**config.mk**
```make
export PLATFORM = sky130hd
export DESIGN_NAME = bus_terminal_host_registers
export DESIGN_NICKNAME = d
export VERILOG_FILES = /design/src/logic/tick_divider.v /design/src/logic/bus_terminal_host_registers.v
export VERILOG_INCLUDE_DIRS = /design/src /design/src/logic
export SDC_FILE = /design/constraint.sdc
export NUM_CORES = 1
export LEC_CHECK = 0
export ABC_AREA = 1
export BUFFER_PORTS_ARGS = -buffer_cell sky130_fd_sc_hd__buf_2
export CAP_MARGIN = 0
export CORE_ASPECT_RATIO = 1.5
export CORE_MARGIN = 3
export CORE_UTILIZATION = 40
export CTS_BUF_LIST = sky130_fd_sc_hd__clkbuf_16
export DETAILED_ROUTE_END_ITERATION = 10
export PLACE_DENSITY_LB_ADDON = 0.05
export SYNTH_ARGS = -nofsm -noshare
export SYNTH_HDL_FRONTEND = slang
export SYNTH_SLANG_ARGS = --single-unit
```
**constraint.sdc**
```tcl
create_clock -name i_clk -period 2.3 [get_ports i_clk]
set_input_delay 0.345 -clock i_clk [delete_from_list [all_inputs] [get_ports i_clk]]
set_output_delay 0.345 -clock i_clk [all_outputs]
set_load 0.02 [all_outputs]
```
**src/logic/bus_terminal_host_map.vh**
```
// Register offsets, field positions and timing constants of the host register bank.
`ifndef BUS_TERMINAL_HOST_MAP_VH
`define BUS_TERMINAL_HOST_MAP_VH
// ****************************************************************
// Register offsets on the five-bit register address.
// ****************************************************************
`define OFF_INT_MASK      5'h00
`define OFF_CFG_PRI       5'h01
`define OFF_CFG_SEC       5'h02
`define OFF_DATA_STACK    5'h0A
`define OFF_FRAME_LEFT    5'h0B
`define OFF_MSG_LEFT      5'h0C
`define OFF_FRAME_SHARED  5'h0D
`define OFF_STATUS_WORD   5'h0E
`define OFF_BIT_WORD      5'h0F
// ****************************************************************
// Reset values and write masks.
// ****************************************************************
`define RST_INT_MASK      16'h0000
`define RST_CFG_PRI       16'h0000
`define RST_CFG_SEC       16'h0000
`define RST_FRAME_SHARED  16'h0000
`define INT_MASK_WMASK    16'h7FFF
// ****************************************************************
// Field positions.
// ****************************************************************
`define CP_ROLE_HI        15
`define CP_ROLE_LO        14
`define CP_AREA           13
`define CP_MMT            12
`define CP_TRIG_EN        11
`define CP_START_TRIG     10
`define CP_STOP_TRIG      9
`define CP_EXT_TRIG       7
`define CP_RO_HI          2
`define CS_ENH_INT        15
`define CS_PARITY_EN      14
`define CS_TTR_HI         9
`define CS_TTR_LO         7
`define CS_SYNC_CLR       6
`define CS_SYNC_LOAD      5
`define CS_AUTO_CLR       4
`define CS_LEVEL_PULSE    3
`define INT_MODE_EVENT    1
// ****************************************************************
// Roles on configuration bits 15..14.
// ****************************************************************
`define ROLE_BC           2'b00
`define ROLE_RT           2'b10
`define ROLE_MT           2'b01
// ****************************************************************
// Timing: resolution figures in microseconds and the clock period in ns.
// ****************************************************************
`define CLK_PERIOD_NS     10
`define FRAME_LSB_US      100
`define MSG_LSB_US        1
`define TAG_BASE_US       2
`define FRAME_LSB_CYC     ((`FRAME_LSB_US * 1000) / `CLK_PERIOD_NS)
`define MSG_LSB_CYC       ((`MSG_LSB_US * 1000) / `CLK_PERIOD_NS)
`define TAG_BASE_CYC      ((`TAG_BASE_US * 1000) / `CLK_PERIOD_NS)
`endif

```
**src/logic/tick_divider.v**
```verilog
// Divider that gives a one-cycle enable pulse every PERIOD cycles.
`timescale 1ns/1ps
module tick_divider #(
   parameter integer PERIOD = 100
) (
   input  wire        i_clk,
   input  wire        i_rst_n,
   input  wire        i_restart,
   output wire        o_tick
);
   reg  [15:0] cnt_ff;
   // ****************************************************************
   // Counter
   // ****************************************************************
   // Restart realigns the phase so the first period after a load is whole.
   always @(posedge i_clk or negedge i_rst_n) begin
      if (!i_rst_n) begin
         cnt_ff <= 16'h0000;
      end else if (i_restart || cnt_ff == PERIOD[15:0] - 16'h0001) begin
         cnt_ff <= 16'h0000;
      end else begin
         cnt_ff <= cnt_ff + 16'h0001;
      end
   end
   assign o_tick = !i_restart && (cnt_ff == PERIOD[15:0] - 16'h0001);
endmodule // tick_divider

```
**src/logic/bus_terminal_host_registers.v**
```verilog
// Host register bank of a 1553 bus controller, remote terminal and monitor.
// Notes on behaviour
// - Readable monitor data stack pointer in shared RAM.
// - Read-only frame time left, 100 us LSB.
// - Read-only time to next message, 1 us.
// - BC mode: shared register holds frame period.
// - RT mode: shared register loads last command.
// - Monitor: 16-bit trigger word starts, stops, interrupts.
// - Status and test words read-only; writes ignored.
// - Interrupt mask bits 14..0; bit 15 reserved.
// - Interrupt bit 1 event depends on role.
// - Secondary config bits 9..7 select tag resolution.
// - Tag 2..64 us per count, or external clock.
// - Sync clears tag; sync-with-data loads tag.
// - Bit 4 auto-clear; bit 3 level or pulse.
// - Secondary config holds terminal memory options.
// - Enhanced interrupts, parity enable, service request clear.
// - BC bits 2..0 read-only enabled, frame, message.
// - RT bits 11..7 status flags; bit 0 in-progress.
// - Alternate status: bits 11..1 supply status bits.
// - Monitor trigger controls; bits 2..0 read-only state.
// - Bit 12 monitor enable; bit 13 area select.
`timescale 1ns/1ps
`include "bus_terminal_host_map.vh"
module bus_terminal_host_registers (
   input  wire        i_clk,
   input  wire        i_rst_n,
   // Register port.
   input  wire [4:0]  i_addr,
   input  wire        i_wr,
   input  wire        i_rd,
   input  wire [15:0] i_wdata,
   output reg  [15:0] o_rdata,
   // Protocol engine state fed in on the same clock, except the external tag clock pin.
   input  wire        i_alt_status_en,
   input  wire        i_eng_enabled,
   input  wire        i_frame_active,
   input  wire        i_msg_active,
   input  wire        i_frame_start,
   input  wire        i_msg_gap_load,
   input  wire [15:0] i_msg_gap_us,
   input  wire        i_cmd_valid,
   input  wire [15:0] i_cmd_word,
   input  wire        i_stack_store,
   input  wire        i_stack_load,
   input  wire [15:0] i_stack_base,
   input  wire [15:0] i_status_word,
   input  wire [15:0] i_bit_word,
   input  wire        i_sync,
   input  wire        i_sync_data,
   input  wire [15:0] i_sync_word,
   input  wire        i_mon_word_valid,
   input  wire [15:0] i_mon_word,
   input  wire        i_tag_ext_clk,
   // Decoded results for the protocol engine.
   output wire [1:0]  o_role,
   output wire        o_frame_done,
   output wire        o_msg_due,
   output reg         o_mon_triggered,
   output reg         o_mon_active,
   output wire        o_trigger_event,
   output wire [15:0] o_time_tag,
   output wire [4:0]  o_status_flags,
   output wire [10:0] o_alt_status,
   output wire        o_area_b,
   output wire        o_msg_monitor_en,
   output wire [14:0] o_int_enable,
   output wire [15:0] o_cfg_secondary,
   output wire [11:0] o_bc_controls
);
   reg  [15:0] int_mask_ff;
   reg  [15:0] cfg_pri_ff;
   reg  [15:0] cfg_sec_ff;
   reg  [15:0] shared_ff;
   reg  [15:0] frame_left_ff;
   reg  [15:0] msg_left_ff;
   reg  [15:0] stack_ptr_ff;
   reg  [15:0] tag_ff;
   reg  [5:0]  tag_pre_ff;
   reg         ext_s1_ff;
   reg         ext_s2_ff;
   reg         ext_s3_ff;
   reg  [15:0] nxt_cfg_pri;
   reg  [15:0] ro_bits;
   reg  [5:0]  tag_span;
   wire        frame_tick;
   wire        msg_tick;
   wire        base_tick;
   wire        ext_rise;
   wire        tag_tick;
   wire [2:0]  tag_res;
   wire        is_bc;
   wire        is_rt;
   wire        is_mt;

   // ****************************************************************
   // Helpers
   // ****************************************************************
   // Address match used by every write port of the bank.
   function wr_hit;
      input [4:0] addr;
      input [4:0] off;
      input       wr;
      begin
         wr_hit = wr && (addr == off);
      end
   endfunction

   // Counter that decrements to zero and holds there.
   function [15:0] dec_sat;
      input [15:0] val;
      begin
         dec_sat = (val == 16'h0000) ? 16'h0000 : val - 16'h0001;
      end
   endfunction

   assign o_role = cfg_pri_ff[`CP_ROLE_HI:`CP_ROLE_LO];
   assign is_bc  = (o_role == `ROLE_BC);
   assign is_rt  = (o_role == `ROLE_RT);
   assign is_mt  = (o_role == `ROLE_MT);

   // ****************************************************************
   // Rate dividers
   // ****************************************************************
   tick_divider #(.PERIOD(`FRAME_LSB_CYC)) u_frame_div (
      .i_clk     (i_clk),
      .i_rst_n   (i_rst_n),
      .i_restart (i_frame_start),
      .o_tick    (frame_tick)
   );
   tick_divider #(.PERIOD(`MSG_LSB_CYC)) u_msg_div (
      .i_clk     (i_clk),
      .i_rst_n   (i_rst_n),
      .i_restart (i_msg_gap_load),
      .o_tick    (msg_tick)
   );
   tick_divider #(.PERIOD(`TAG_BASE_CYC)) u_tag_div (
      .i_clk     (i_clk),
      .i_rst_n   (i_rst_n),
      .i_restart (1'b0),
      .o_tick    (base_tick)
   );

   // ****************************************************************
   // Host writable registers
   // ****************************************************************
   // Read-only state bits in the primary config are never stored, so a host
   // write to them cannot leave a stale value behind the live indication.
   always @* begin
      nxt_cfg_pri = cfg_pri_ff;
      if (wr_hit(i_addr, `OFF_CFG_PRI, i_wr)) begin
         nxt_cfg_pri = i_wdata;
         if (i_wdata[15:14] != `ROLE_RT || !i_alt_status_en) begin
            nxt_cfg_pri[`CP_RO_HI:0] = 3'b000;
         end else begin
            nxt_cfg_pri[0] = 1'b0;
         end
      end
   end

   always @(posedge i_clk or negedge i_rst_n) begin
      if (!i_rst_n) begin
         int_mask_ff <= `RST_INT_MASK;
         cfg_pri_ff  <= `RST_CFG_PRI;
         cfg_sec_ff  <= `RST_CFG_SEC;
      end else begin
         cfg_pri_ff <= nxt_cfg_pri;
         if (wr_hit(i_addr, `OFF_INT_MASK, i_wr)) begin
            int_mask_ff <= i_wdata & `INT_MASK_WMASK;
         end
         if (wr_hit(i_addr, `OFF_CFG_SEC, i_wr)) begin
            cfg_sec_ff <= i_wdata;
         end
      end
   end

   // ****************************************************************
   // Shared frame period, last command and trigger word
   // ****************************************************************
   // In RT mode a command from the bus wins over a host write that lands in
   // the same cycle, since the register must show the last processed command.
   always @(posedge i_clk or negedge i_rst_n) begin
      if (!i_rst_n) begin
         shared_ff <= `RST_FRAME_SHARED;
      end else if (is_rt && i_cmd_valid) begin
         shared_ff <= i_cmd_word;
      end else if (wr_hit(i_addr, `OFF_FRAME_SHARED, i_wr)) begin
         shared_ff <= i_wdata;
      end
   end

   // ****************************************************************
   // Frame and message time remaining
   // ****************************************************************
   // The frame count reloads from the programmed period at each frame start in BC mode.
   always @(posedge i_clk or negedge i_rst_n) begin
      if (!i_rst_n) begin
         frame_left_ff <= 16'h0000;
         msg_left_ff   <= 16'h0000;
      end else begin
         if (i_frame_start && is_bc) begin
            frame_left_ff <= shared_ff;
         end else if (frame_tick) begin
            frame_left_ff <= dec_sat(frame_left_ff);
         end
         if (i_msg_gap_load) begin
            msg_left_ff <= i_msg_gap_us;
         end else if (msg_tick) begin
            msg_left_ff <= dec_sat(msg_left_ff);
         end
      end
   end
   assign o_frame_done = is_bc && i_frame_active && (frame_left_ff == 16'h0000);
   assign o_msg_due    = is_bc && (msg_left_ff == 16'h0000);

   // ****************************************************************
   // Monitor data stack pointer and trigger
   // ****************************************************************
   assign o_trigger_event = is_mt && cfg_pri_ff[`CP_TRIG_EN] && i_mon_word_valid
                            && (i_mon_word == shared_ff);

   // Start-on-trigger arms the monitor; stop-on-trigger halts it.
   always @(posedge i_clk or negedge i_rst_n) begin
      if (!i_rst_n) begin
         stack_ptr_ff    <= 16'h0000;
         o_mon_triggered <= 1'b0;
         o_mon_active    <= 1'b0;
      end else begin
         if (i_stack_load) begin
            stack_ptr_ff <= i_stack_base;
         end else if (i_stack_store && o_mon_active) begin
            stack_ptr_ff <= stack_ptr_ff + 16'h0001;
         end
         if (!is_mt || !i_eng_enabled) begin
            o_mon_triggered <= 1'b0;
            o_mon_active    <= 1'b0;
         end else if (o_trigger_event) begin
            o_mon_triggered <= 1'b1;
            if (cfg_pri_ff[`CP_STOP_TRIG] && o_mon_active) begin
               o_mon_active <= 1'b0;
            end else if (cfg_pri_ff[`CP_START_TRIG]) begin
               o_mon_active <= 1'b1;
            end
         end else if (!cfg_pri_ff[`CP_START_TRIG] && !o_mon_triggered) begin
            o_mon_active <= 1'b1;
         end
      end
   end

   // ****************************************************************
   // Time tag counter
   // ****************************************************************
   // The external tag clock is a pin, so it is synchronised before use.
   always @(posedge i_clk or negedge i_rst_n) begin
      if (!i_rst_n) begin
         ext_s1_ff <= 1'b0;
         ext_s2_ff <= 1'b0;
         ext_s3_ff <= 1'b0;
      end else begin
         ext_s1_ff <= i_tag_ext_clk;
         ext_s2_ff <= ext_s1_ff;
         ext_s3_ff <= ext_s2_ff;
      end
   end
   assign ext_rise = ext_s2_ff && !ext_s3_ff;

   // Codes 0..5 give 2..64 us per count; 6 selects the external clock and
   // 7 stops the counter, an encoding choice of this design.
   assign tag_res = cfg_sec_ff[`CS_TTR_HI:`CS_TTR_LO];
   always @* begin
      tag_span = 6'd0;
      case (tag_res)
         3'd0: tag_span = 6'd0;
         3'd1: tag_span = 6'd1;
         3'd2: tag_span = 6'd3;
         3'd3: tag_span = 6'd7;
         3'd4: tag_span = 6'd15;
         3'd5: tag_span = 6'd31;
         default: tag_span = 6'd0;
      endcase
   end
   assign tag_tick = (tag_res == 3'd6) ? ext_rise :
                     (tag_res == 3'd7) ? 1'b0 :
                     (base_tick && tag_pre_ff == tag_span);

   always @(posedge i_clk or negedge i_rst_n) begin
      if (!i_rst_n) begin
         tag_pre_ff <= 6'd0;
         tag_ff     <= 16'h0000;
      end else begin
         if (base_tick) begin
            tag_pre_ff <= (tag_pre_ff >= tag_span) ? 6'd0 : tag_pre_ff + 6'd1;
         end
         if (i_sync_data && cfg_sec_ff[`CS_SYNC_LOAD]) begin
            tag_ff <= i_sync_word;
         end else if (i_sync && cfg_sec_ff[`CS_SYNC_CLR]) begin
            tag_ff <= 16'h0000;
         end else if (tag_tick) begin
            tag_ff <= tag_ff + 16'h0001;
         end
      end
   end
   assign o_time_tag = tag_ff;

   // ****************************************************************
   // Decoded controls for the engine
   // ****************************************************************
   // Alternate status reverses the area bit sense.
   assign o_area_b         = (is_rt && i_alt_status_en) ? !cfg_pri_ff[`CP_AREA]
                                                        : cfg_pri_ff[`CP_AREA];
   assign o_msg_monitor_en = !is_bc && cfg_pri_ff[`CP_MMT];
   assign o_status_flags   = (is_rt && !i_alt_status_en) ? cfg_pri_ff[11:7] : 5'b00000;
   assign o_alt_status     = (is_rt && i_alt_status_en) ? cfg_pri_ff[11:1] : 11'h000;
   assign o_bc_controls    = is_bc ? cfg_pri_ff[11:0] & 12'hFF8 : 12'h000;
   assign o_int_enable     = int_mask_ff[14:0];
   assign o_cfg_secondary  = cfg_sec_ff;

   // ****************************************************************
   // Read mux
   // ****************************************************************
   // Live read-only indications replace the low bits of the primary config.
   always @* begin
      ro_bits = 16'h0000;
      if (is_bc) begin
         ro_bits[2:0] = {i_eng_enabled, i_frame_active, i_msg_active};
      end else if (is_mt) begin
         ro_bits[2:0] = {i_eng_enabled, o_mon_triggered, o_mon_active};
      end else begin
         ro_bits[0] = i_msg_active;
      end
   end

   // Data is registered; unmapped offsets read as zero.
   always @(posedge i_clk or negedge i_rst_n) begin
      if (!i_rst_n) begin
         o_rdata <= 16'h0000;
      end else if (i_rd) begin
         if (i_addr == `OFF_INT_MASK) begin
            o_rdata <= int_mask_ff;
         end else if (i_addr == `OFF_CFG_PRI) begin
            o_rdata <= cfg_pri_ff | ro_bits;
         end else if (i_addr == `OFF_CFG_SEC) begin
            o_rdata <= cfg_sec_ff;
         end else if (i_addr == `OFF_DATA_STACK) begin
            o_rdata <= stack_ptr_ff;
         end else if (i_addr == `OFF_FRAME_LEFT) begin
            o_rdata <= frame_left_ff;
         end else if (i_addr == `OFF_MSG_LEFT) begin
            o_rdata <= msg_left_ff;
         end else if (i_addr == `OFF_FRAME_SHARED) begin
            o_rdata <= shared_ff;
         end else if (i_addr == `OFF_STATUS_WORD) begin
            o_rdata <= i_status_word;
         end else if (i_addr == `OFF_BIT_WORD) begin
            o_rdata <= i_bit_word;
         end else begin
            o_rdata <= 16'h0000;
         end
      end
   end
endmodule // bus_terminal_host_registers

```
# Word-level counts from Yosys, hierarchy flattened
# Cells that the tools add are included.
# Widths: inputs -> output; s select.
[word_totals]
register_bits = 201
latch_bits = 0
mem_bits_rw = 0
rom_bits = 0
in_bits = 150
out_inout_bits = 100
wordCells = 146
n_memories = 0
[classes]
addsub = 8
multipliers = 0
n_div = 0
n_lt_le_gt_ge = 1
n_eq_ne = 24
shifts = 0
mux = 44
bitwise_logic = 1
reduce_logical = 50
[op_table]
columns = ["op", "count"]
rows = [
  ["$mux 16", 25],
  ["$add 16x1->16 const B", 5],
  ["$logic_not 16->1", 2],
  ["$sub 16x1->16 const B", 2],
  ["$eq 5x4->1 const B", 6],
  ["$pmux 5 s5", 1],
  ["$logic_and 1x1->1", 24],
  ["$eq 16x14->1 const B", 1],
  ["$eq 16x16->1", 1],
  ["$eq 16x7->1 const B", 1],
  ["$eq 16x8->1 const B", 1],
  ["$or 16x3->16", 1],
  ["$eq 3x3->1 const B", 4],
  ["$mux 12", 1],
  ["$mux 1", 11],
  ["$mux 11", 1],
  ["$logic_not 1->1", 10],
  ["$reduce_bool 2->1", 5],
  ["$add 6x1->6 const B", 1],
  ["$eq 3x2->1 const B", 2],
  ["$eq 6x6->1", 1],
  ["$ge 6x6->1", 1],
  ["$mux 6", 1],
  ["$reduce_bool 3->1", 2],
  ["14 further kinds", 18],
]

# Longest topological paths before layout
# Gate-level depths: netlist of run 1.
[depth]
word_depth = 10
depth_mapped = 13
mapped_depth_nobuf = 12

# Modules after synthesis
# A second synthesis of run 1 with hierarchy kept.
[hier_totals]
hier_cells = 1726
hier_area_um2 = 12299.3
[modules_own_cells]
columns = ["module", "n_inst", "cells_each", "area_each_um2", "seq_area_each_um2"]
rows = [
  ["bus_terminal_host_registers", 1, 1366, 9590.4, 3828.7],
  ["tick_divider at u_msg_div ...", 2, 121, 905.9, 400.4],
  ["tick_divider at u_frame_div", 1, 118, 897.1, 400.4],
]

# Worst setup path before layout of run 1
# OpenSTA, ideal clock, no wires.
[synth_path]
kind = "reg2reg"
start = "reg cfg_sec_ff[8], in the netlist o_cfg_secondary[8]"
end = "reg tag_ff[12], in the netlist o_time_tag[12]"
setup_ns = 0.124
arrival_time_ns = 1.915
required_ns = 2.176
path_slack_ns = 0.261
path_stages_with_launch = 11
period_less_slack_ns = 2.039
cell_sequence = "dfrtp_1 -> inv_1 -> ha_1 -> o31ai_1 -> ha_1 -> nand3_1 -> nor2_1 -> a21oi_4 -> buf_4 -> a21oi_1 -> a21oi_1"
[synth_between]
elab_chain_len = 7
[synth_lines]
columns = ["element", "line_no", "text"]
rows = [
  ["start, declared", "bus_terminal_host_registers.v:73", "reg [15:0] cfg_sec_ff;"],
  ["start signal, assigned", "bus_terminal_host_registers.v:165", "cfg_sec_ff <= `RST_CFG_SEC;"],
  ["start signal, assigned", "bus_terminal_host_registers.v:172", "cfg_sec_ff <= i_wdata;"],
  ["$eq 3x3->1 (tied with other cells)", "bus_terminal_host_registers.v:272", "case (tag_res)"],
  ["$pmux 5 s5", "bus_terminal_host_registers.v:272", ""],
  ["$eq 6x6->1", "bus_terminal_host_registers.v:284", "(base_tick && tag_pre_ff == tag_span);"],
  ["$logic_and 1x1->1", "bus_terminal_host_registers.v:284", ""],
  ["$mux 1", "bus_terminal_host_registers.v:283", "(tag_res == 3'd7) ? 1'b0 :"],
  ["$mux 1 *", "bus_terminal_host_registers.v:282", "assign tag_tick = (tag_res == 3'd6) ? ext_rise :"],
  ["$reduce_bool 3->1 (no source line) *", "-", ""],
  ["end signal, assigned", "bus_terminal_host_registers.v:295", "tag_ff <= i_sync_word;"],
  ["end signal, assigned", "bus_terminal_host_registers.v:299", "tag_ff <= tag_ff + 16'h0001;"],
  ["end, declared", "bus_terminal_host_registers.v:78", "reg [15:0] tag_ff;"],
]
# Every way passes the cells marked *; elsewhere a longest branch is shown, timed or not.
# A chain may end at the register's enable or synchronous reset.

# Final worst setup path of run 1
[layout_path]
start = "reg shared_ff[8]"
end = "out o_trigger_event"
[layout_between]
elab_chain_len = 2
[layout_lines]
columns = ["element", "line_no", "text"]
rows = [
  ["start, declared", "bus_terminal_host_registers.v:74", "reg [15:0] shared_ff;"],
  ["start signal, assigned", "bus_terminal_host_registers.v:184", "shared_ff <= `RST_FRAME_SHARED;"],
  ["start signal, assigned", "bus_terminal_host_registers.v:186", "shared_ff <= i_cmd_word;"],
  ["start signal, assigned", "bus_terminal_host_registers.v:188", "shared_ff <= i_wdata;"],
  ["$eq 16x16->1", "bus_terminal_host_registers.v:220", "&& (i_mon_word == shared_ff);"],
  ["$logic_and 1x1->1", "bus_terminal_host_registers.v:219", "assign o_trigger_event = is_mt && cfg_pri_ff[`CP_TRIG_EN] && i_mon_word_valid"],
  ["end, declared", "bus_terminal_host_registers.v:61", "output wire o_trigger_event,"],
]
# Every way passes these cells.

==> results of run 1 <==
==> cells by family (layout without fill, tap and decap cells) <==
group / after synthesis / count (layout) / share of synthesized area
buf+inv: 283 / 565 / 0.0951
flops: 201 / 201 / 0.409
xor+xnor: 43 / 43 / 0.0306
simple gates: 923 / 923 / 0.322
other cells: 1 / 3 / 0.000305
compound gates: 279 / 279 / 0.126
fa+ha+maj: 16 / 16 / 0.0163
==> cell type report <==
class / count / area (sq um) / area share
timing repair buffer: 296 / 1680 / 0.112
clock inverter: 19 / 154 / 0.0103
multi-input combinational: 1264 / 6190 / 0.413
tap: 400 / 500 / 0.0334
sequential: 201 / 5040 / 0.336
clock buffer: 23 / 576 / 0.0384
inverter: 227 / 856 / 0.0571
==> metrics by stage <==
stage                     cells  hold WS, ps  TNS (ps)  setup slack (ps)  total power [uW]
after floorplan            1748         49.4         0               261              6980
final                      2430         21.9         0              25.3             12300
after detailed placement   2373          349     -14.8             -14.8              8540
after global routing       2430         41.8     -73.9             -28.7             13100
after global placement     2373          358         0              67.9              8490
after CTS                  2420         7.88         0              6.79             12300
==> power breakdown <==
| group | leakage, uW | total (uW) | switching, uW | internal (uW) |
|---|---|---|---|---|
| clock network | 0.000366 | 3640 | 1580 | 2060 |
| logic | 0.00468 | 3680 | 2360 | 1320 |
| registers | 0.00253 | 5010 | 834 | 4180 |
| total | 0.00757 | 12300 | 4780 | 7550 |
==> registers in the layout, indices dropped and copies added, names as in the netlist <==
signal,count
tag_pre_ff,6
o_mon_active,1
u_frame_div.cnt_ff,16
shared_ff,16
ext_s2_ff,1
int_mask_ff,15
u_msg_div.cnt_ff,16
o_rdata,16
u_tag_div.cnt_ff,16
cfg_pri_ff,15
o_mon_triggered,1
stack_ptr_ff,16
ext_s3_ff,1
ext_s1_ff,1
frame_left_ff,16
o_cfg_secondary,16
msg_left_ff,16
o_time_tag,16
==> critical path, stage by stage, from the launching register on <==
cell	delay, ps
dfrtp_1	470
inv_1	80
nand2_1	80
nand2_1	60
nor2_1	90
nand4_1	90
nor2_2	180
and3_4	220
buf_6	110
==> worst paths after layout <==
check                                   start              endpoint  slack, ps
hold / removal                i_stack_base[9]       stack_ptr_ff[9]         20
min in group asynchronous             i_rst_n  u_msg_div.cnt_ff[11]        380
max in group asynchronous             i_rst_n        cfg_pri_ff[15]       1140
hold reg to reg                     ext_s1_ff             ext_s2_ff        360
setup reg to reg           o_cfg_secondary[7]        o_time_tag[15]        230
setup / recovery                 shared_ff[8]       o_trigger_event         30
==> layout by cell type (no fill, tap or decap), types with 5 or more instances in the layout <==
cell type	n
nand2_1	429
buf_2	242
nor2_1	228
inv_1	210
dfrtp_1	191
nand3_1	118
o21ai_0	111
a21oi_1	99
nand4_1	48
buf_4	46
nor3_1	40
o211ai_1	31
xor2_1	28
clkbuf_16	23
inv_2	16
ha_1	16
xnor2_1	15
o21ai_1	13
nand2_2	12
nor2_2	10
dfrtp_2	10
or2_2	7
clkinv_2	7
nor4_1	6
o21bai_1	6
nor2_4	6
clkinv_1	5
==> metal layers <==
metal,wire length [microns],global-route usage
met5,0,0
met4,2780,0.145
met3,1840,0.0252
met2,23300,0.483
met1,17700,0.313
==> repair_timing <==
item	4_1_cts	5_1_grt
hold endpoints to repair	56	0
hold buffers	2	0
setup buffers	3	10
gates resized for setup	25	20
pin swaps	2	5
endpoints found under the setup margin	8	23
==> impl_metrics.env, run 1 <==
export IMPL_drv_slew=0
export IMPL_vias=12600
export IMPL_placed_area_sq_um=14000
export IMPL_grt_pass1_vias=12300
export IMPL_layout_drive_gt1_share=0.200
export IMPL_yosysMostFrequentCell="nand2_1"
export IMPL_dpl_hpwl_microns=35800
export IMPL_numPortBuffers=246
export IMPL_core_area_sq_um=30300
export IMPL_gp_congestion=0.925
export IMPL_yosys_area_top_type="dfrtp_1"
export IMPL_cts_buffers=23
export IMPL_fmax_ghz=0.440
export IMPL_final_cell_area_sq_um=15000
export IMPL_ys_ff_latch=201
export IMPL_viasPerCell=5.18
export IMPL_syn_area_sq_um=12300
export IMPL_status="completed"
export IMPL_drtAntennaViolNets=0
export IMPL_num_rows=78
export IMPL_reg2reg_depth=12
export IMPL_syn_inst=1746
export IMPL_grt_max_degree=67
export IMPL_path_max_fanout=4
export IMPL_area_growth_pct=22.0
export IMPL_antenna_found_initial=0
export IMPL_cts_tree="built"
export IMPL_ios=250
export IMPL_track_usage=0.268
export IMPL_floorplan_initialDensity=0.406
export IMPL_clk_latency_ps=530
export IMPL_cp_end_kind="output pin"
export IMPL_max_cap_viol_count=0
export IMPL_avgSynthCellArea_sq_um=7.04
export IMPL_p_per_area_nw_per_um2=822
export IMPL_synth_edf_count=0
export IMPL_hold_violations=0
export IMPL_clkTransAtPathRegs_ps=60
export IMPL_clock_skew_ps=10.8
export IMPL_fin_nets=2179
export IMPL_synthTopCellsByCount="nand2_1, nor2_1, inv_1"
export IMPL_dr_pass1_iters=6
export IMPL_hold_path_depth=3
export IMPL_critPathRequiredTime_ps=1960
export IMPL_power_leakage_uw=0.00757
export IMPL_ys_warn_count=0
export IMPL_synth_async_reset_ratio=1.00
export IMPL_root_buffer="clkbuf_16"
export IMPL_fin_crit_sh=0.989
export IMPL_gr_total_overflow=0
export IMPL_synthTopCellsByArea="dfrtp_1, nand2_1, nor2_1"
export IMPL_ir_drop_v=0.000481
export IMPL_synth_top_cell_area_share=0.409
export IMPL_ys_flop_type="dfrtp_1"
export IMPL_slew_headroom=0.495
export IMPL_ys_seq_area_frac=0.409
export IMPL_die_h_microns=221
export IMPL_setup_viol=0
export IMPL_synthDistinctLibCells=47
export IMPL_utilization=0.496
export IMPL_first_iter_violations=791
export IMPL_drc=0
export IMPL_tightest_slew_ps=754
export IMPL_dieArea_sq_um=32900
export IMPL_cp_start_kind="flip-flop"
export IMPL_crit_type="flip-flop to output pin"
export IMPL_clock_sinks=201
export IMPL_period_minus_slack_ps=2270
export IMPL_grt_pass1_wl_microns=68100
export IMPL_h_tree_depth=1
export IMPL_final_fill_count=3155
export IMPL_rsz0062_at_grt="yes"
export IMPL_n_antenna_cell=0
export IMPL_crit_arrival_ps=1930
export IMPL_wl_microns=45500
export IMPL_min_path_type="input port to flip-flop"
export IMPL_cts_max_path_buffers=3
export IMPL_die_w_microns=149
export IMPL_wl_per_cell_microns=18.7
No activity file was read; power rests on OpenSTA's default activity.
==> run 2, diff against run 1 <==
==> constraint.sdc (replaced) <==
create_clock -name i_clk -period 2.3 [get_ports i_clk]
set_input_delay 0.115 -clock i_clk [delete_from_list [all_inputs] [get_ports i_clk]]
set_output_delay 0.115 -clock i_clk [all_outputs]
set_load 0.02 [all_outputs]
==> run 2 against run 1 <==
  * The run now ends with negative hold slack left
  * Routed wire length rose by 1.4%
  * Design area rose by 4.8%
  * Clock skew rose by 8.6 ps
  * Via count rose by 3.0%
  * Non-clock buffer count rose by 69
  * Power rose by 1.9%
  * Clock power rose by 7.4%
  * Register-to-register slack got worse by 20 ps
  * Largest cell class unchanged
  * Largest power group unchanged
==> impl_metrics.env, run 2 (synthesized netlist as in run 1, its figures left out) <==
export IMPL_status="finished, violations left"
export IMPL_violations="negative hold slack"
export IMPL_cts_tree="built"
export IMPL_hold_violations=1
export IMPL_grt_max_degree=73
export IMPL_die_w_microns=149
export IMPL_n_antenna_cell=0
export IMPL_p_comb_frac=0.287
export IMPL_hold_end="cfg_pri_ff[4]"
export IMPL_max_cap_viol_count=0
export IMPL_numPortBuffers=246
export IMPL_layout_drive_gt1_share=0.170
export IMPL_min_path_type="input port to flip-flop"
export IMPL_r2r_start="o_cfg_secondary[9]"
export IMPL_fin_nets=2248
export IMPL_wl_met1_microns=17100
export IMPL_critPathRequiredTime_ps=2180
export IMPL_setup_viol=0
export IMPL_vias=13000
export IMPL_crit_arrival_ps=2080
export IMPL_clock_skew_ps=19.3
export IMPL_antenna_found_initial=0
export IMPL_rsz0062_at_grt="no"
export IMPL_clkTransAtPathRegs_ps=60
export IMPL_wl_microns=46200
export IMPL_tns_ps=0
export IMPL_crit_type="flip-flop to output pin"
export IMPL_rrSetupSlack_ps=210
export IMPL_switching_power_uw=4710
export IMPL_clock_sinks=201
export IMPL_cp_start_kind="flip-flop"
export IMPL_mostFrequentLayoutCells="nand2_1, buf_2, nor2_1, inv_1, dfrtp_1"
export IMPL_hold_path_depth=3
export IMPL_cp_end_kind="output pin"
export IMPL_cts_max_path_buffers=3
export IMPL_ios=250
export IMPL_swShare=0.375
export IMPL_area_growth_pct=27.9
export IMPL_viasPerCell=5.19
export IMPL_reg2reg_depth=9
export IMPL_num_rows=78
export IMPL_die_h_microns=221
export IMPL_h_tree_depth=1
export IMPL_utilization=0.520
export IMPL_grt_pass1_vias=12800
export IMPL_final_cells=2499
export IMPL_clk_latency_ps=540
export IMPL_final_common_cell="nand2_1"
export IMPL_ir_drop_v=0.000477
export IMPL_drtAntennaViolNets=0
export IMPL_grt_pass1_wl_microns=70000
export IMPL_gp_congestion=0.986
export IMPL_dieArea_sq_um=32900
export IMPL_whs_ps=-0.735
export IMPL_wl_per_cell_microns=18.5
export IMPL_fmax_ghz=0.455
export IMPL_p_seq_frac=0.402
export IMPL_r2r_end="o_time_tag[7]"
export IMPL_first_iter_violations=782
export IMPL_root_buffer="clkbuf_16"
export IMPL_drv_slew=0
export IMPL_tightest_slew_ps=703
export IMPL_hold_path_startpoint="i_wdata[4]"
export IMPL_path_max_fanout=5
export IMPL_drc=0
export IMPL_cts_buffers=23
export IMPL_dp_cells=2364
export IMPL_track_usage=0.277
export IMPL_clkPwrFrac=0.311
export IMPL_p_per_area_nw_per_um2=799
export IMPL_slew_headroom=0.530
export IMPL_p_int_uw=7840
export IMPL_floorplan_initialDensity=0.406
export IMPL_core_area_sq_um=30300
export IMPL_met2WireLength_microns=23800
export IMPL_dpl_hpwl_microns=35800
export IMPL_fin_crit_sh=0.956
export IMPL_top_layer_used="met4"
export IMPL_period_minus_slack_ps=2200
export IMPL_dr_pass1_iters=5
export IMPL_power_leakage_uw=0.00787
export IMPL_dr_wl_met3_microns=2070
export IMPL_gr_total_overflow=0
-- run 2: cell types whose count changed in the layout (fill, tap and decap cells not counted), moves of 3 or more --
cell	change
dlygate4sd3_1	+89
buf_4	-22
dfrtp_1	+9
dfrtp_2	-9
inv_1	+9
inv_2	-7
nor2_1	+5
buf_2	+3
bufinv_16	+3
nor2_2	-3
-- run 2: power groups by stage --
stage / clock (uW) / sequential (uW) / combinational [uW]
after floorplan: 0 / 5040 / 1940
after global placement: 0 / 5090 / 3420
after detailed placement: 0 / 5090 / 3450
after CTS: 4000 / 5030 / 3590
after global routing: 4150 / 5120 / 4010
final: 3910 / 5050 / 3600
-- run 2: per-layer routing --
layer | vias up | GRT usage
met5 | - | 0
met4 | 0 | 0.171
met3 | 151 | 0.0338
met2 | 403 | 0.503
met1 | 6076 | 0.305
li1 | 6328 | -
-- run 2: repair_timing --
item / in CTS / in global routing
buffers inserted: 0 / 2
setup endpoints to repair: 2 / 16
gates resized for setup: 2 / 7
hold endpoints to repair: 286 / 0
hold buffers: 91 / 0
-- run 2: worst max-delay path, stage by stage, from the launching register on --
cell	delay [ps]
dfrtp_1	470
nor2_1	200
and3_1	240
nand4_1	130
buf_4	180
nor3_1	120
buf_2	200
-- run 2: per-stage QoR --
stage	instance area, sq um	setup WS, ps	total power (uW)	hold slack [ps]
final	15700	102	12600	-0.735
after global placement	14000	246	8510	-31.3
after floorplan	12300	261	6980	-181
after global routing	15700	2.35	13300	19.4
after detailed placement	14000	138	8540	-30.4
after CTS	15700	33.3	12600	0.594
-- run 2: area by class of cell --
type / instances / area (sq um)
sequential: 201 / 5030
timing repair buffer: 365 / 2410
clock inverter: 19 / 216
clock buffer: 23 / 576
tap: 400 / 500
multi-input combinational: 1264 / 6140
fill: 3060 / 14500
inverter: 227 / 853
-- run 2: worst max path at each step --
stage | start | slack, ps | end
finish | frame_left_ff[7] | 100 | o_frame_done
CTS | cfg_pri_ff[15] | 30 | o_trigger_event
global route | frame_left_ff[7] | 2 | o_frame_done
global placement | o_cfg_secondary[9] | 250 | o_time_tag[7]
detailed placement | o_cfg_secondary[9] | 140 | o_time_tag[7]
floorplan | o_cfg_secondary[8] | 260 | o_time_tag[12]
==> run 3, diff against run 2 <==
ABC_AREA = default   (was 1)
==> run 3 against run 2 <==
  * The run ends with negative setup slack left
  * Critical endpoint is now o_msg_due
  * Sequential power down 2%
  * First-iteration DRC count is 2.2% lower
  * Clock skew decreased by 8.7 ps
  * Area after synthesis is 8.4% lower
  * Combinational power rose by 4%
  * Critical path depth stayed put
  * Hold slack better by 46 ps
  * Sequential share of layout area grew 0.31 points
  * Critical path type unchanged
  * Die area down 8.1%
  * Register-to-register slack worse by 360 ps
==> impl_metrics.env, run 3 <==
export IMPL_dieArea_sq_um=30300
export IMPL_first_iter_violations=765
export IMPL_n_antenna_cell=0
export IMPL_clk_latency_ps=520
export IMPL_crit_type="flip-flop to output pin"
export IMPL_clock_skew_ps=10.6
export IMPL_drc=0
export IMPL_synthTopCellsByCount="dfrtp_1, nand2_1, nor2_1"
export IMPL_ys_warn_count=0
export IMPL_track_usage=0.283
export IMPL_setup_viol=29
export IMPL_wl_per_cell_microns=21.7
export IMPL_ios=250
export IMPL_violations="negative setup slack"
export IMPL_path_max_fanout=2
export IMPL_crit_path_max_incr_delay_ps=540
export IMPL_power_uw=12300
export IMPL_final_fill_count=2536
export IMPL_gp_congestion=0.952
export IMPL_worst_path_buf_inv=2
export IMPL_gr_total_overflow=0
export IMPL_antenna_found_initial=1
export IMPL_ir_drop_v=0.000503
export IMPL_dr_pass1_iters=4
export IMPL_p_seq_frac=0.405
export IMPL_setup_ws_ps=-290
export IMPL_power_leakage_uw=0.00721
export IMPL_clkTransAtPathRegs_ps=60
export IMPL_cts_tree="built"
export IMPL_slew_headroom=0.584
export IMPL_die_h_microns=212
export IMPL_synthTopCellsByArea="dfrtp_1, nand2_1, mux2_2"
export IMPL_cts_max_path_buffers=3
export IMPL_yosys_area_top_type="dfrtp_1"
export IMPL_p_comb_frac=0.304
export IMPL_floorplan_initialDensity=0.410
export IMPL_rsz0062_at_grt="yes"
export IMPL_wl_microns=43500
export IMPL_clkPwrFrac=0.291
export IMPL_cts_buffers=23
export IMPL_layout_drive_gt1_share=0.316
export IMPL_cp_cell_sequence="or4_4 -> or4_4 -> nor4_4 -> buf_6 -> and2_1 -> buf_6"
export IMPL_ys_seq_area_frac=0.446
export IMPL_grt_max_degree=72
export IMPL_yosysMostFrequentCell="dfrtp_1"
export IMPL_syn_inst=1216
export IMPL_cp_start_kind="flip-flop"
export IMPL_synth_edf_count=0
export IMPL_cp_end_kind="output pin"
export IMPL_fmax_ghz=0.386
export IMPL_drtAntennaViolNets=0
export IMPL_p_per_area_nw_per_um2=785
export IMPL_root_buffer="clkbuf_16"
export IMPL_fin_crit_sh=1.13
export IMPL_grt_pass1_vias=11500
export IMPL_numPortBuffers=246
export IMPL_ys_ff_latch=201
export IMPL_vias=11300
export IMPL_viasPerCell=5.62
export IMPL_min_path_type="input port to flip-flop"
export IMPL_synth_top_cell_area_share=0.446
export IMPL_mostFrequentLayoutCells="buf_2, dfrtp_1, nand2_1, buf_4, nor2_1"
export IMPL_swShare=0.358
export IMPL_h_tree_depth=1
export IMPL_whs_ps=45.4
export IMPL_grt_pass1_wl_microns=65900
export IMPL_tightest_slew_ps=616
export IMPL_num_rows=74
export IMPL_avgSynthCellArea_sq_um=9.26
export IMPL_core_area_sq_um=27500
export IMPL_dpl_hpwl_microns=33300
export IMPL_switching_power_uw=4390
export IMPL_clock_sinks=201
export IMPL_syn_area_sq_um=11300
export IMPL_area_growth_pct=38.6
export IMPL_p_int_uw=7880
export IMPL_period_minus_slack_ps=2590
export IMPL_fin_nets=1814
export IMPL_ys_flop_type="dfrtp_1"
export IMPL_final_common_cell="buf_2"
export IMPL_max_cap_viol_count=0
export IMPL_hold_violations=0
export IMPL_synthDistinctLibCells=71
export IMPL_drv_slew=0
export IMPL_status="finished, violations left"
export IMPL_cp_slowest_cell="or4_4"
export IMPL_crit_arrival_ps=2470
export IMPL_critPathRequiredTime_ps=2180
export IMPL_synth_async_reset_ratio=1.00
export IMPL_path_delay_family="simple AND/OR/NAND/NOR gates"
export IMPL_die_w_microns=143
==> run 3: layout make-up <==
| cell class | count | area, sq um | area share |
|---|---|---|---|
| Timing Repair Buffer | 466 | 3230 | 0.207 |
| Sequential cell | 201 | 5040 | 0.323 |
| Inverter | 31 | 116 | 0.00745 |
| Multi-Input combinational cell | 925 | 6080 | 0.390 |
| Clock buffer | 23 | 576 | 0.0369 |
| Clock inverter | 17 | 134 | 0.00857 |
| Tap cell | 342 | 428 | 0.0274 |
==> run 3: power by group through the flow <==
stage | Sequential (uW) | Clock, uW | Combinational (uW)
floorplan | 4940 | 0 | 1550
global placement | 5000 | 0 | 3160
detailed placement | 5010 | 0 | 3190
CTS | 4970 | 3640 | 3510
global route | 5020 | 3770 | 4050
finish | 4960 | 3570 | 3730
==> run 3: kinds of logic (layout without fill, tap and decap cells) <==
kind of cell	Yosys count	after routing	share of synthesized area
xor+xnor	76	76	0.0591
mux	68	68	0.0656
fa+ha+maj	16	16	0.0178
simple gates	472	473	0.207
compound gates	289	289	0.169
other cells	1	3	0.000333
buf+inv	93	537	0.0345
flops	201	201	0.446
==> run 3: worst paths after layout <==
path                                  startpoint                    to  slack [ps]  cells past startpoint
max                              msg_left_ff[10]             o_msg_due        -290                      6
min                                  i_wdata[14]         shared_ff[14]          50                      3
max reg2reg                u_frame_div.cnt_ff[4]      frame_left_ff[2]        -150                      7
min reg2reg                            ext_s1_ff             ext_s2_ff         370                      0
max in group asynchronous                i_rst_n          shared_ff[7]        1350                      3
min in group asynchronous                i_rst_n  u_tag_div.cnt_ff[13]         180                      2
==> run 3: metrics by stage <==
stage | instances | setup TNS (ps) | cell area (sq um) | worst slack [ps] | utilization
after global routing | 2005 | -4850 | 15600 | -360 | 0.568
after global placement | 1856 | -1440 | 13600 | -93.5 | 0.493
after floorplan | 1218 | -212 | 11300 | -41.8 | -
after CTS | 1995 | -1630 | 15400 | -308 | 0.561
final | 2005 | -2350 | 15600 | -290 | 0.568
after detailed placement | 1856 | -2530 | 13600 | -136 | 0.493
==> run 3: worst min-delay path: cells and delay by family <==
kind	cells	cell delay, ps
mux	1	140
buf+inv	1	180
compound gates	1	80
==> run 3: repair_timing <==
action                     in CTS  in global routing
setup buffers                  10                 10
hold endpoints to repair      172                  0
hold buffers                   87                  0
setup endpoints to repair      36                 56
pin swaps                       8                 25
gates cloned                    2                  0
gates resized for setup        54                 46
==> run 3: per-layer routing <==
metal	vias up	wire, microns	GRT usage
met5	-	7	0
met3	101	2440	0.0389
li1	5269	-	-
met2	406	22300	0.512
met4	2	2260	0.132
met1	5491	16500	0.327
